## src/hw/epi_pkg.sv

```systemverilog
// package for the external pin interrupt block: register map, fields, reset values
package epi_pkg;
	// ------------------------------------------------------------
	// register map
	// ------------------------------------------------------------
	localparam logic [11:0] EPI_STATUS_CONTROL_OFS = 12'h000;
	localparam logic [11:0] EPI_ADDR_MASK          = 12'hFFC;
	localparam logic [7:0]  EPI_CTRL_RESET         = 8'h00;
	localparam logic [7:0]  EPI_CTRL_WR_MASK       = 8'h73;

	// ------------------------------------------------------------
	// field positions
	// ------------------------------------------------------------
	localparam int EPI_BIT_PULL_DISABLE = 6;
	localparam int EPI_BIT_POLARITY     = 5;
	localparam int EPI_BIT_PIN_ENABLE   = 4;
	localparam int EPI_BIT_FLAG         = 3;
	localparam int EPI_BIT_ACK          = 2;
	localparam int EPI_BIT_IRQ_ENABLE   = 1;
	localparam int EPI_BIT_LEVEL_MODE   = 0;

	// ------------------------------------------------------------
	// bus responses
	// ------------------------------------------------------------
	localparam logic [1:0] EPI_RESP_OKAY   = 2'h0;
	localparam logic [1:0] EPI_RESP_SLVERR = 2'h2;

	// control fields
	typedef struct packed {
		logic pull_device_disable;
		logic edge_polarity_select;
		logic pin_function_enable;
		logic pin_interrupt_enable;
		logic level_detect_mode;
	} epi_ctrl_t;

	// pull device controls
	typedef struct packed {
		logic pull_enable;
		logic pull_down;
	} epi_pull_t;
endpackage

```

## src/hw/epi_top.sv

```systemverilog
// external pin interrupt: pin synchroniser, edge/level detection, event flag and AXI4-Lite register
`timescale 1ns/1ns

module epi_top (
	// clock and synchronous active-low reset
	input  wire logic                 mclk,
	input  wire logic                 resetn,
	// pin side: external request pin, pull device control, interrupt request
	input  wire logic                 irq_pin,
	output epi_pkg::epi_pull_t        pull_ctrl,
	output logic                      cpu_irq,
	// register bus, write address, write data and write response
	input  wire logic [11:0]          s_axi_awaddr,
	input  wire logic                 s_axi_awvalid,
	output logic                      s_axi_awready,
	input  wire logic [31:0]          s_axi_wdata,
	input  wire logic [3:0]           s_axi_wstrb,
	input  wire logic                 s_axi_wvalid,
	output logic                      s_axi_wready,
	output logic [1:0]                s_axi_bresp,
	output logic                      s_axi_bvalid,
	input  wire logic                 s_axi_bready,
	// register bus, read address and read data
	input  wire logic [11:0]          s_axi_araddr,
	input  wire logic                 s_axi_arvalid,
	output logic                      s_axi_arready,
	output logic [31:0]               s_axi_rdata,
	output logic [1:0]                s_axi_rresp,
	output logic                      s_axi_rvalid,
	input  wire logic                 s_axi_rready
);
	import epi_pkg::*;

	// ------------------------------------------------------------
	// state
	// ------------------------------------------------------------
	// control word and event flag
	epi_ctrl_t   ctrl_q;
	epi_ctrl_t   ctrl_d;
	logic        flag_q;
	logic        flag_d;
	// pin synchroniser and edge history
	logic        sync1_q;
	logic        sync1_d;
	logic        sync2_q;
	logic        sync2_d;
	logic        prev_q;
	logic        prev_d;
	// write channel holding slots and response
	logic        aw_have_q;
	logic        aw_have_d;
	logic [11:0] aw_addr_q;
	logic [11:0] aw_addr_d;
	logic        w_have_q;
	logic        w_have_d;
	logic [31:0] w_data_q;
	logic [31:0] w_data_d;
	logic        w_strb0_q;
	logic        w_strb0_d;
	logic        bvalid_q;
	logic        bvalid_d;
	logic [1:0]  bresp_q;
	logic [1:0]  bresp_d;
	// read channel response
	logic        rvalid_q;
	logic        rvalid_d;
	logic [31:0] rdata_q;
	logic [31:0] rdata_d;
	logic [1:0]  rresp_q;
	logic [1:0]  rresp_d;
	// decode and detection terms
	logic        pin_active;
	logic        pin_event;
	logic        wr_fire;
	logic        wr_hit;
	logic        ack_wr;
	logic [7:0]  reg_view;

	// ------------------------------------------------------------
	// pin path
	// ------------------------------------------------------------
	// two-flop synchroniser then a history flop for edges
	// the pin is asynchronous, so only sync2 and the history flop fed from it feed any decision; sync1 may be metastable
	// flops reset high to match the idle level of the reset falling polarity; the pull device is off until the pin is enabled
	always_comb begin
		sync1_d = irq_pin;
		sync2_d = sync1_q;
		prev_d  = sync2_q;
	end

	// register the synchroniser chain
	always_ff @(posedge mclk) begin
		if (!resetn) begin
			sync1_q <= 1'b1;
			sync2_q <= 1'b1;
			prev_q  <= 1'b1;
		end else begin
			sync1_q <= sync1_d;
			sync2_q <= sync2_d;
			prev_q  <= prev_d;
		end
	end

	// asserted level and qualifying event
	// edge mode needs a change into the asserted level, level mode fires every cycle at it
	// a cleared pin enable masks both, so a disabled pin can never set the flag
	always_comb begin
		pin_active = ctrl_q.edge_polarity_select ? sync2_q : ~sync2_q;
		pin_event  = 1'b0;
		if (ctrl_q.pin_function_enable) begin
			if (ctrl_q.level_detect_mode) begin
				pin_event = pin_active;
			end else begin
				pin_event = pin_active & (sync2_q != prev_q);
			end
		end
	end

	// pull device follows enable, disable bit and polarity
	// the pull device is only switched on while the pin function is enabled
	// polarity picks the direction so the pull holds the pin at its inactive level
	always_comb begin
		pull_ctrl.pull_enable = ctrl_q.pin_function_enable & ~ctrl_q.pull_device_disable;
		pull_ctrl.pull_down   = ctrl_q.edge_polarity_select;
	end

	// request is a plain gate of two flops, so it drops as soon as the flag clears
	assign cpu_irq = ctrl_q.pin_interrupt_enable & flag_q;

	// ------------------------------------------------------------
	// write channel
	// ------------------------------------------------------------
	// a slot refuses a second item until the held write has been carried out
	assign s_axi_awready = ~aw_have_q;
	assign s_axi_wready  = ~w_have_q;
	assign s_axi_bvalid  = bvalid_q;
	assign s_axi_bresp   = bresp_q;

	// both address and data held, response slot free
	// a write only executes once the previous response has been taken
	always_comb begin
		wr_fire = aw_have_q & w_have_q & ~bvalid_q;
		wr_hit  = (aw_addr_q & EPI_ADDR_MASK) == EPI_STATUS_CONTROL_OFS;
		ack_wr  = wr_fire & wr_hit & w_strb0_q & w_data_q[EPI_BIT_ACK];
	end

	// capture address and data in any order, answer after both
	// address and data may arrive on the same edge or on different ones
	// an unmapped address still completes, with an error response and no effect
	// a strobe without byte lane 0 writes nothing and acknowledges nothing
	always_comb begin
		aw_have_d = aw_have_q;
		aw_addr_d = aw_addr_q;
		w_have_d  = w_have_q;
		w_data_d  = w_data_q;
		w_strb0_d = w_strb0_q;
		bvalid_d  = bvalid_q;
		bresp_d   = bresp_q;
		// take an item only into an empty slot
		if (s_axi_awvalid && !aw_have_q) begin
			aw_have_d = 1'b1;
			aw_addr_d = s_axi_awaddr;
		end
		if (s_axi_wvalid && !w_have_q) begin
			w_have_d  = 1'b1;
			w_data_d  = s_axi_wdata;
			w_strb0_d = s_axi_wstrb[0];
		end
		// executing frees both slots and raises the response
		if (wr_fire) begin
			aw_have_d = 1'b0;
			w_have_d  = 1'b0;
			bvalid_d  = 1'b1;
			bresp_d   = wr_hit ? EPI_RESP_OKAY : EPI_RESP_SLVERR;
		end else if (bvalid_q && s_axi_bready) begin
			bvalid_d = 1'b0;
		end
	end

	// register the write channel state
	always_ff @(posedge mclk) begin
		if (!resetn) begin
			aw_have_q <= 1'b0;
			aw_addr_q <= 12'h000;
			w_have_q  <= 1'b0;
			w_data_q  <= 32'h00000000;
			w_strb0_q <= 1'b0;
			bvalid_q  <= 1'b0;
			bresp_q   <= EPI_RESP_OKAY;
		end else begin
			aw_have_q <= aw_have_d;
			aw_addr_q <= aw_addr_d;
			w_have_q  <= w_have_d;
			w_data_q  <= w_data_d;
			w_strb0_q <= w_strb0_d;
			bvalid_q  <= bvalid_d;
			bresp_q   <= bresp_d;
		end
	end

	// ------------------------------------------------------------
	// control register and event flag
	// ------------------------------------------------------------
	// writable bits only, byte lane 0; flag set beats acknowledge
	// event set is applied after the acknowledge, so a coincident event is never lost
	// in level mode this also keeps the flag up while the pin sits at its asserted level
	// bit 7, the flag and the acknowledge have no storage in the control word
	always_comb begin
		ctrl_d = ctrl_q;
		if (wr_fire && wr_hit && w_strb0_q) begin
			ctrl_d.pull_device_disable  = w_data_q[EPI_BIT_PULL_DISABLE];
			ctrl_d.edge_polarity_select = w_data_q[EPI_BIT_POLARITY];
			ctrl_d.pin_function_enable  = w_data_q[EPI_BIT_PIN_ENABLE];
			ctrl_d.pin_interrupt_enable = w_data_q[EPI_BIT_IRQ_ENABLE];
			ctrl_d.level_detect_mode    = w_data_q[EPI_BIT_LEVEL_MODE];
		end
		// event flag: cleared by acknowledge, set by a qualifying event
		flag_d = flag_q;
		if (ack_wr) begin
			flag_d = 1'b0;
		end
		if (pin_event) begin
			flag_d = 1'b1;
		end
	end

	// register the control word and the flag
	always_ff @(posedge mclk) begin
		if (!resetn) begin
			ctrl_q <= epi_ctrl_t'(5'h00);
			flag_q <= 1'b0;
		end else begin
			ctrl_q <= ctrl_d;
			flag_q <= flag_d;
		end
	end

	// ------------------------------------------------------------
	// read channel
	// ------------------------------------------------------------
	// register image: bit 7 and acknowledge read as zero
	// the acknowledge bit has no storage, so it always reads back as zero
	always_comb begin
		reg_view                       = EPI_CTRL_RESET;
		reg_view[EPI_BIT_PULL_DISABLE] = ctrl_q.pull_device_disable;
		reg_view[EPI_BIT_POLARITY]     = ctrl_q.edge_polarity_select;
		reg_view[EPI_BIT_PIN_ENABLE]   = ctrl_q.pin_function_enable;
		reg_view[EPI_BIT_FLAG]         = flag_q;
		reg_view[EPI_BIT_IRQ_ENABLE]   = ctrl_q.pin_interrupt_enable;
		reg_view[EPI_BIT_LEVEL_MODE]   = ctrl_q.level_detect_mode;
	end

	// read response outputs straight from flops
	assign s_axi_arready = ~rvalid_q;
	assign s_axi_rvalid  = rvalid_q;
	assign s_axi_rdata   = rdata_q;
	assign s_axi_rresp   = rresp_q;

	// one read at a time, answer the cycle after the address is taken
	// data is captured on the address edge and stands unchanged until rready
	// arready stays low while a response waits, so reads never overlap
	always_comb begin
		rvalid_d = rvalid_q;
		rdata_d  = rdata_q;
		rresp_d  = rresp_q;
		if (s_axi_arvalid && !rvalid_q) begin
			rvalid_d = 1'b1;
			// only the one word is mapped; anything else answers with an error
			if ((s_axi_araddr & EPI_ADDR_MASK) == EPI_STATUS_CONTROL_OFS) begin
				rdata_d = {24'h000000, reg_view};
				rresp_d = EPI_RESP_OKAY;
			end else begin
				rdata_d = 32'h00000000;
				rresp_d = EPI_RESP_SLVERR;
			end
		end else if (rvalid_q && s_axi_rready) begin
			rvalid_d = 1'b0;
		end
	end

	// register the read channel state
	always_ff @(posedge mclk) begin
		if (!resetn) begin
			rvalid_q <= 1'b0;
			rdata_q  <= 32'h00000000;
			rresp_q  <= EPI_RESP_OKAY;
		end else begin
			rvalid_q <= rvalid_d;
			rdata_q  <= rdata_d;
			rresp_q  <= rresp_d;
		end
	end
endmodule

```

## config.mk

```make
export PLATFORM = sky130hd
export DESIGN_NAME = epi_top
export DESIGN_NICKNAME = d
export VERILOG_FILES = /design/src/hw/epi_pkg.sv /design/src/hw/epi_top.sv
export SDC_FILE = /design/constraint.sdc
export NUM_CORES = 1
export LEC_CHECK = 0
export BUFFER_PORTS_ARGS = -buffer_cell sky130_fd_sc_hd__buf_4
export CAP_MARGIN = 20
export CORE_MARGIN = 4
export CORE_UTILIZATION = 32
export CTS_CLUSTER_SIZE = 12
export DETAILED_ROUTE_END_ITERATION = 10
export PLACE_DENSITY = 0.63
export SYNTH_ARGS = -nofsm -noshare
export SYNTH_HDL_FRONTEND = slang
export SYNTH_SLANG_ARGS = --single-unit
```

## constraint.sdc

```tcl
create_clock -name mclk -period 2.2 [get_ports mclk]
set_clock_uncertainty 0.1 [all_clocks]
set_input_delay 0.33 -clock mclk [delete_from_list [all_inputs] [get_ports mclk]]
set_output_delay 0.33 -clock mclk [all_outputs]
set_load 0.02 [all_outputs]
```

* Word level (Yosys, flattened, before mapping)
Cells that the tools add are included.
Operators by class: muxes and demuxes 12, equal/unequal tests 1, reductions and logical operators 16, bitwise operators 15
Operator list (count):
- logical NOT 12 bit | 2
- 2-to-1 mux 1 bit | 9
- bitwise AND 1 bit | 8
- logical AND 1 bit | 7
- 2-to-1 mux 7 bit | 1
- inverter 1 bit | 7
- nonzero test 2 bit | 3
- 2-to-1 mux 2 bit | 2
- logical NOT 1 bit | 3
- OR reduction 2 bit | 1
- inequality test 1 bit | 1
Storage, ports and cells: flip-flop bits (word level) 69, output and inout port bits 44

* Depth between registers and ports, before layout
depth after elaboration 7, mapped depth 4, depth with buffers taken out 3

* Worst setup path before layout
Ideal clock, no wire load.
kind flip-flop to flip-flop, start point reg aw_addr_q[9], end point reg ctrl_q[0] in the netlist's numbering, data required time 2.028 ns, path buffers 0, slack 0.520 ns, arrival time 1.508 ns, period minus slack after synthesis 1.680 ns, cell stages (with the launch flop) 4, cells stage by stage dfxtp_1 -> or4_4 -> nor4b_4 -> mux2i_1
Between the ends: word-level cells in the longest chain between the ends 3
RTL lines:
- start, declared | line epi_top.sv:52 | logic [11:0] aw_addr_q;
- start signal, assigned | line epi_top.sv:192 | aw_addr_q <= aw_addr_d;
- logical NOT 12 bit | line epi_top.sv:143 | wr_hit = (aw_addr_q & EPI_ADDR_MASK) == EPI_STATUS_CONTROL_OFS;
- logical AND 1 bit (2 in series) | line epi_top.sv:210 | if (wr_fire && wr_hit && w_strb0_q) begin
- end signal, assigned | line epi_top.sv:230 | ctrl_q <= epi_ctrl_t'(5'h00);
- end signal, assigned | line epi_top.sv:233 | ctrl_q <= ctrl_d;
- end, declared | line epi_top.sv:38 | epi_ctrl_t ctrl_q;
Every way passes these cells. A chain may end at the register's enable or synchronous reset.

* Final worst setup path
start point reg aw_addr_q[8], end point reg ctrl_q[4] in the netlist's numbering
Same word-level chain as after synthesis.

==> impl_summary.txt <==
----------------------------------------------------
[Synth]
  Most instantiated flip-flop cell in the synthesis netlist ... dfxtp_1
  FF+latch count, synth ... 38
  Main area contributors after synthesis ... dfxtp_1, buf_4, mux2i_1
  Syn. warnings ... 0
  Sequential share of the synthesized area ... 0.446
  Netlist cell types ... 29
  Area fraction of the dominant cell type after synthesis ... 0.446
  Syn Area/Cell ... between 8 and 9 sq um
  Synth async-reset ratio ... 0
  Number of synthesized flops with an enable pin ... 0
  Area of the mapped netlist ... ~0.0017 sq mm
  Largest area contributor in the netlist ... dfxtp_1
  Number of instances in the synthesized netlist ... 190

[Clock tree]
  Clock tree from TritonCTS ... done
  Clock transition time at the flip-flop clock pins of the worst setup and hold paths ... roughly 0.07 ns
  Hold buffer count at cts ... 0
  H-tree depth ... 2
  Buffers inserted during post-CTS setup optimization ... 0
  Clock root buffer master ... clkbuf_8
  CTS-repair resized insts ... 0
  Clock Sink Count ... 38
  Worst skew pair latency ... about 0.28 ns
  Maximum buffer depth of the clock tree ... 2
  Cts bufs inserted ... 5

[Routing]
  Drt initial violations ... 42
  DRC viols ... 0
  Number of search-and-repair iterations in the first detailed-routing pass ... 2
  Total number of vias ... roughly 1,300
  Antenna viol nets, final ... 0
  Total wire length after detailed routing ... approximately 3.4 mm
  Number of vias per cell after detailed routing ... between 4 and 5
  DR WL/cell ... ~11 um

[Timing]
  Worst-Margin Slew ... roughly 0.62 ns
  Final period demand of the worst path ... 1.83 ns
  Endpoints failing setup ... 0
  Maximum achievable frequency ... ~550 MHz
  Accumulated negative setup slack ... 0 ns
  Number of pins exceeding their max-slew limit in the final report ... 0
  Setup ws final ... 0.370 ns
  Unrepaired setup endpoints after global routing ... no
  Worst slew margin ... 0.589
  Hold Fails Final Rpt ... 0
  Final cycle utilization of the critical path ... 0.832

[Power]
  Static leakage ... ~0.92 nW
  Cell area power density ... 656 mW/mm^2
  Maximum VDD drop ... 0.000270 V

[Global route]
  Total routing usage reported by global routing ... 0.104
  Via count of the first global-routing pass ... approximately 1,100
  Initial antenna violation count ... 0
  Maximum number of pins on one net before global-route repair ... 44
  Wire length of the first global-routing pass ... between 5 and 6 mm
  Residual overflow from global routing ... 0

[Placement]
  Setup slack after placement ... 0.366 ns
  Number of buffers inserted by port buffering ... 50
  Final weighted congestion of routability-driven global placement ... 0.710
  Detailed placer's ending HPWL ... roughly 2.6 mm

[Critical path]
  Biggest cell delay along the critical path ... between 0.6 and 0.7 ns
  Worst path required time ... 2.31 ns
  Crit path kind ... reg -> reg
  Setup crit end kind ... register
  Arrival @ worst endpoint ... between 1.5 and 2 ns
  Largest fanout on the critical path ... 5
  Number of cells on the worst reg-to-reg path ... 3
  Critical path, cell by cell ... or4_1 > nor4b_4 > mux2i_1
  Cell with the largest stage delay on the worst path ... or4_1
  Startpoint Class ... register

[Floorplan]
  Ports placed on the boundary ... 112
  Die area ... approximately 0.0066 sq mm
  Rows ... 26
  Die W ... between 80 and 90 um
  Starting density of the core ... 0.332
  Vertical die dimension ... 81.0 um
  Standard cell core area ... 0.00514 sq mm

[Run]
  Number of maximum-capacitance violations ... 0

[Layout]
  Share of final-layout standard cells stronger than drive strength 1 ... 0.248
  Synthesis-to-finish area growth ... 23.5%
  Number of inserted diodes ... 0
  Count of nets after finishing ... roughly 310
  Final core occ ... 0.410

[Hold path]
  Class of the most critical hold timing path ... in -> reg
  Number of cells on the worst hold path ... 2

[Outcome]
  Run status ... finished clean

----------------------------------------------------
synthesized netlist by cell type (all sizes together) (2+ instances only):
cell type	n
nand4b	2
clkbuf	7
nand3	6
or4	2
dfxtp	38
o21ai	8
buf	30
mux2i	12
nand2	32
nor2	7
nor4	3
a21boi	10
nand2b	7
nor2b	11
inv	3
power by group:
group / switching (W) / internal, W
Clock: 0.000216 / 0.000218
Sequential: 0.0000174 / 0.000717
Combinational: 0.000121 / 0.0000924
cells in the final DEF (no fill, tap or decap), types with 2 or more instances in the layout:
master,synthesis,layout
buf_4,29,51
dfxtp_1,38,38
nand2_1,32,32
conb_1,1,28
mux2i_1,12,12
nor2b_1,11,11
a21boi_0,10,10
o21ai_0,8,8
nand2b_1,7,7
nor2_1,7,7
nand3_1,6,6
clkbuf_8,0,5
inv_1,3,3
nor4_1,3,3
nand4b_1,2,2
clkbuf_1,7,2
area by class of cell:
class                           count  area, sq um
Fill cell                         543         3030
Multi-Input combinational cell    139          788
Sequential cell                    38          761
Timing Repair Buffer               51          383
Tap cell                           70         87.6
Clock buffer                        7         76.3
Inverter                            3         11.3
sequential cells by signal, indices dropped and copies added (netlist names):
name and flops:
w_data_q 6, s_axi_bresp 1, flag_q 1, s_axi_bvalid 1, w_strb0_q 1, prev_q 1, aw_have_q 1, s_axi_rvalid 1
pull_ctrl 1, prev_d 1, w_have_q 1, s_axi_rdata 6, ctrl_q 4, sync1_q 1, s_axi_rresp 1, aw_addr_q 10
through the flow:
stage,total power [W],hold WS (ns),std cells,area [sq um]
2_1_floorplan,0.000923,0.286,217,1810
3_3_place_gp,0.000962,0.289,301,2030
3_5_place_dp,0.000966,0.302,301,2030
4_1_cts,0.00141,0.116,308,2110
5_1_grt,0.00146,0.115,308,2110
6_report,0.00138,0.126,308,2110
metal layers:
layer	vias up	global-route usage	part of all wire
met5	-	0	0
met4	0	0.0405	0.013
met3	5	0.0477	0.080
met2	38	0.147	0.45
met1	562	0.136	0.45
li1	670	-	-
cell families after synthesis:
group	Yosys count	share of synthesized area
AO/OA/AOI/OAI	22	0.0865
XOR/XNOR	2	0.0103
other	1	0.00220
flip-flops	38	0.446
AND/OR/NAND/NOR	75	0.233
multiplexers	12	0.0704
buffers and inverters	40	0.152
final timing paths:
check | from | end | slack, ns
setup reg to reg | aw_addr_q[8]$_SDFFE_PN0P_ | ctrl_q[4]$_SDFFE_PN0P_ | 0.37
hold / removal | irq_pin | sync1_q$_SDFF_PN1_ | 0.13
setup / recovery | aw_addr_q[8]$_SDFFE_PN0P_ | ctrl_q[4]$_SDFFE_PN0P_ | 0.37
hold reg to reg | sync1_q$_SDFF_PN1_ | prev_d$_SDFF_PN1_ | 0.31
critical path: cells and delay by family (launching register included):
family	cells	cell delay, ns
mux	1	0.23
simple gates	2	1.12
flops	1	0.31
(Power assumes the default switching activity.)
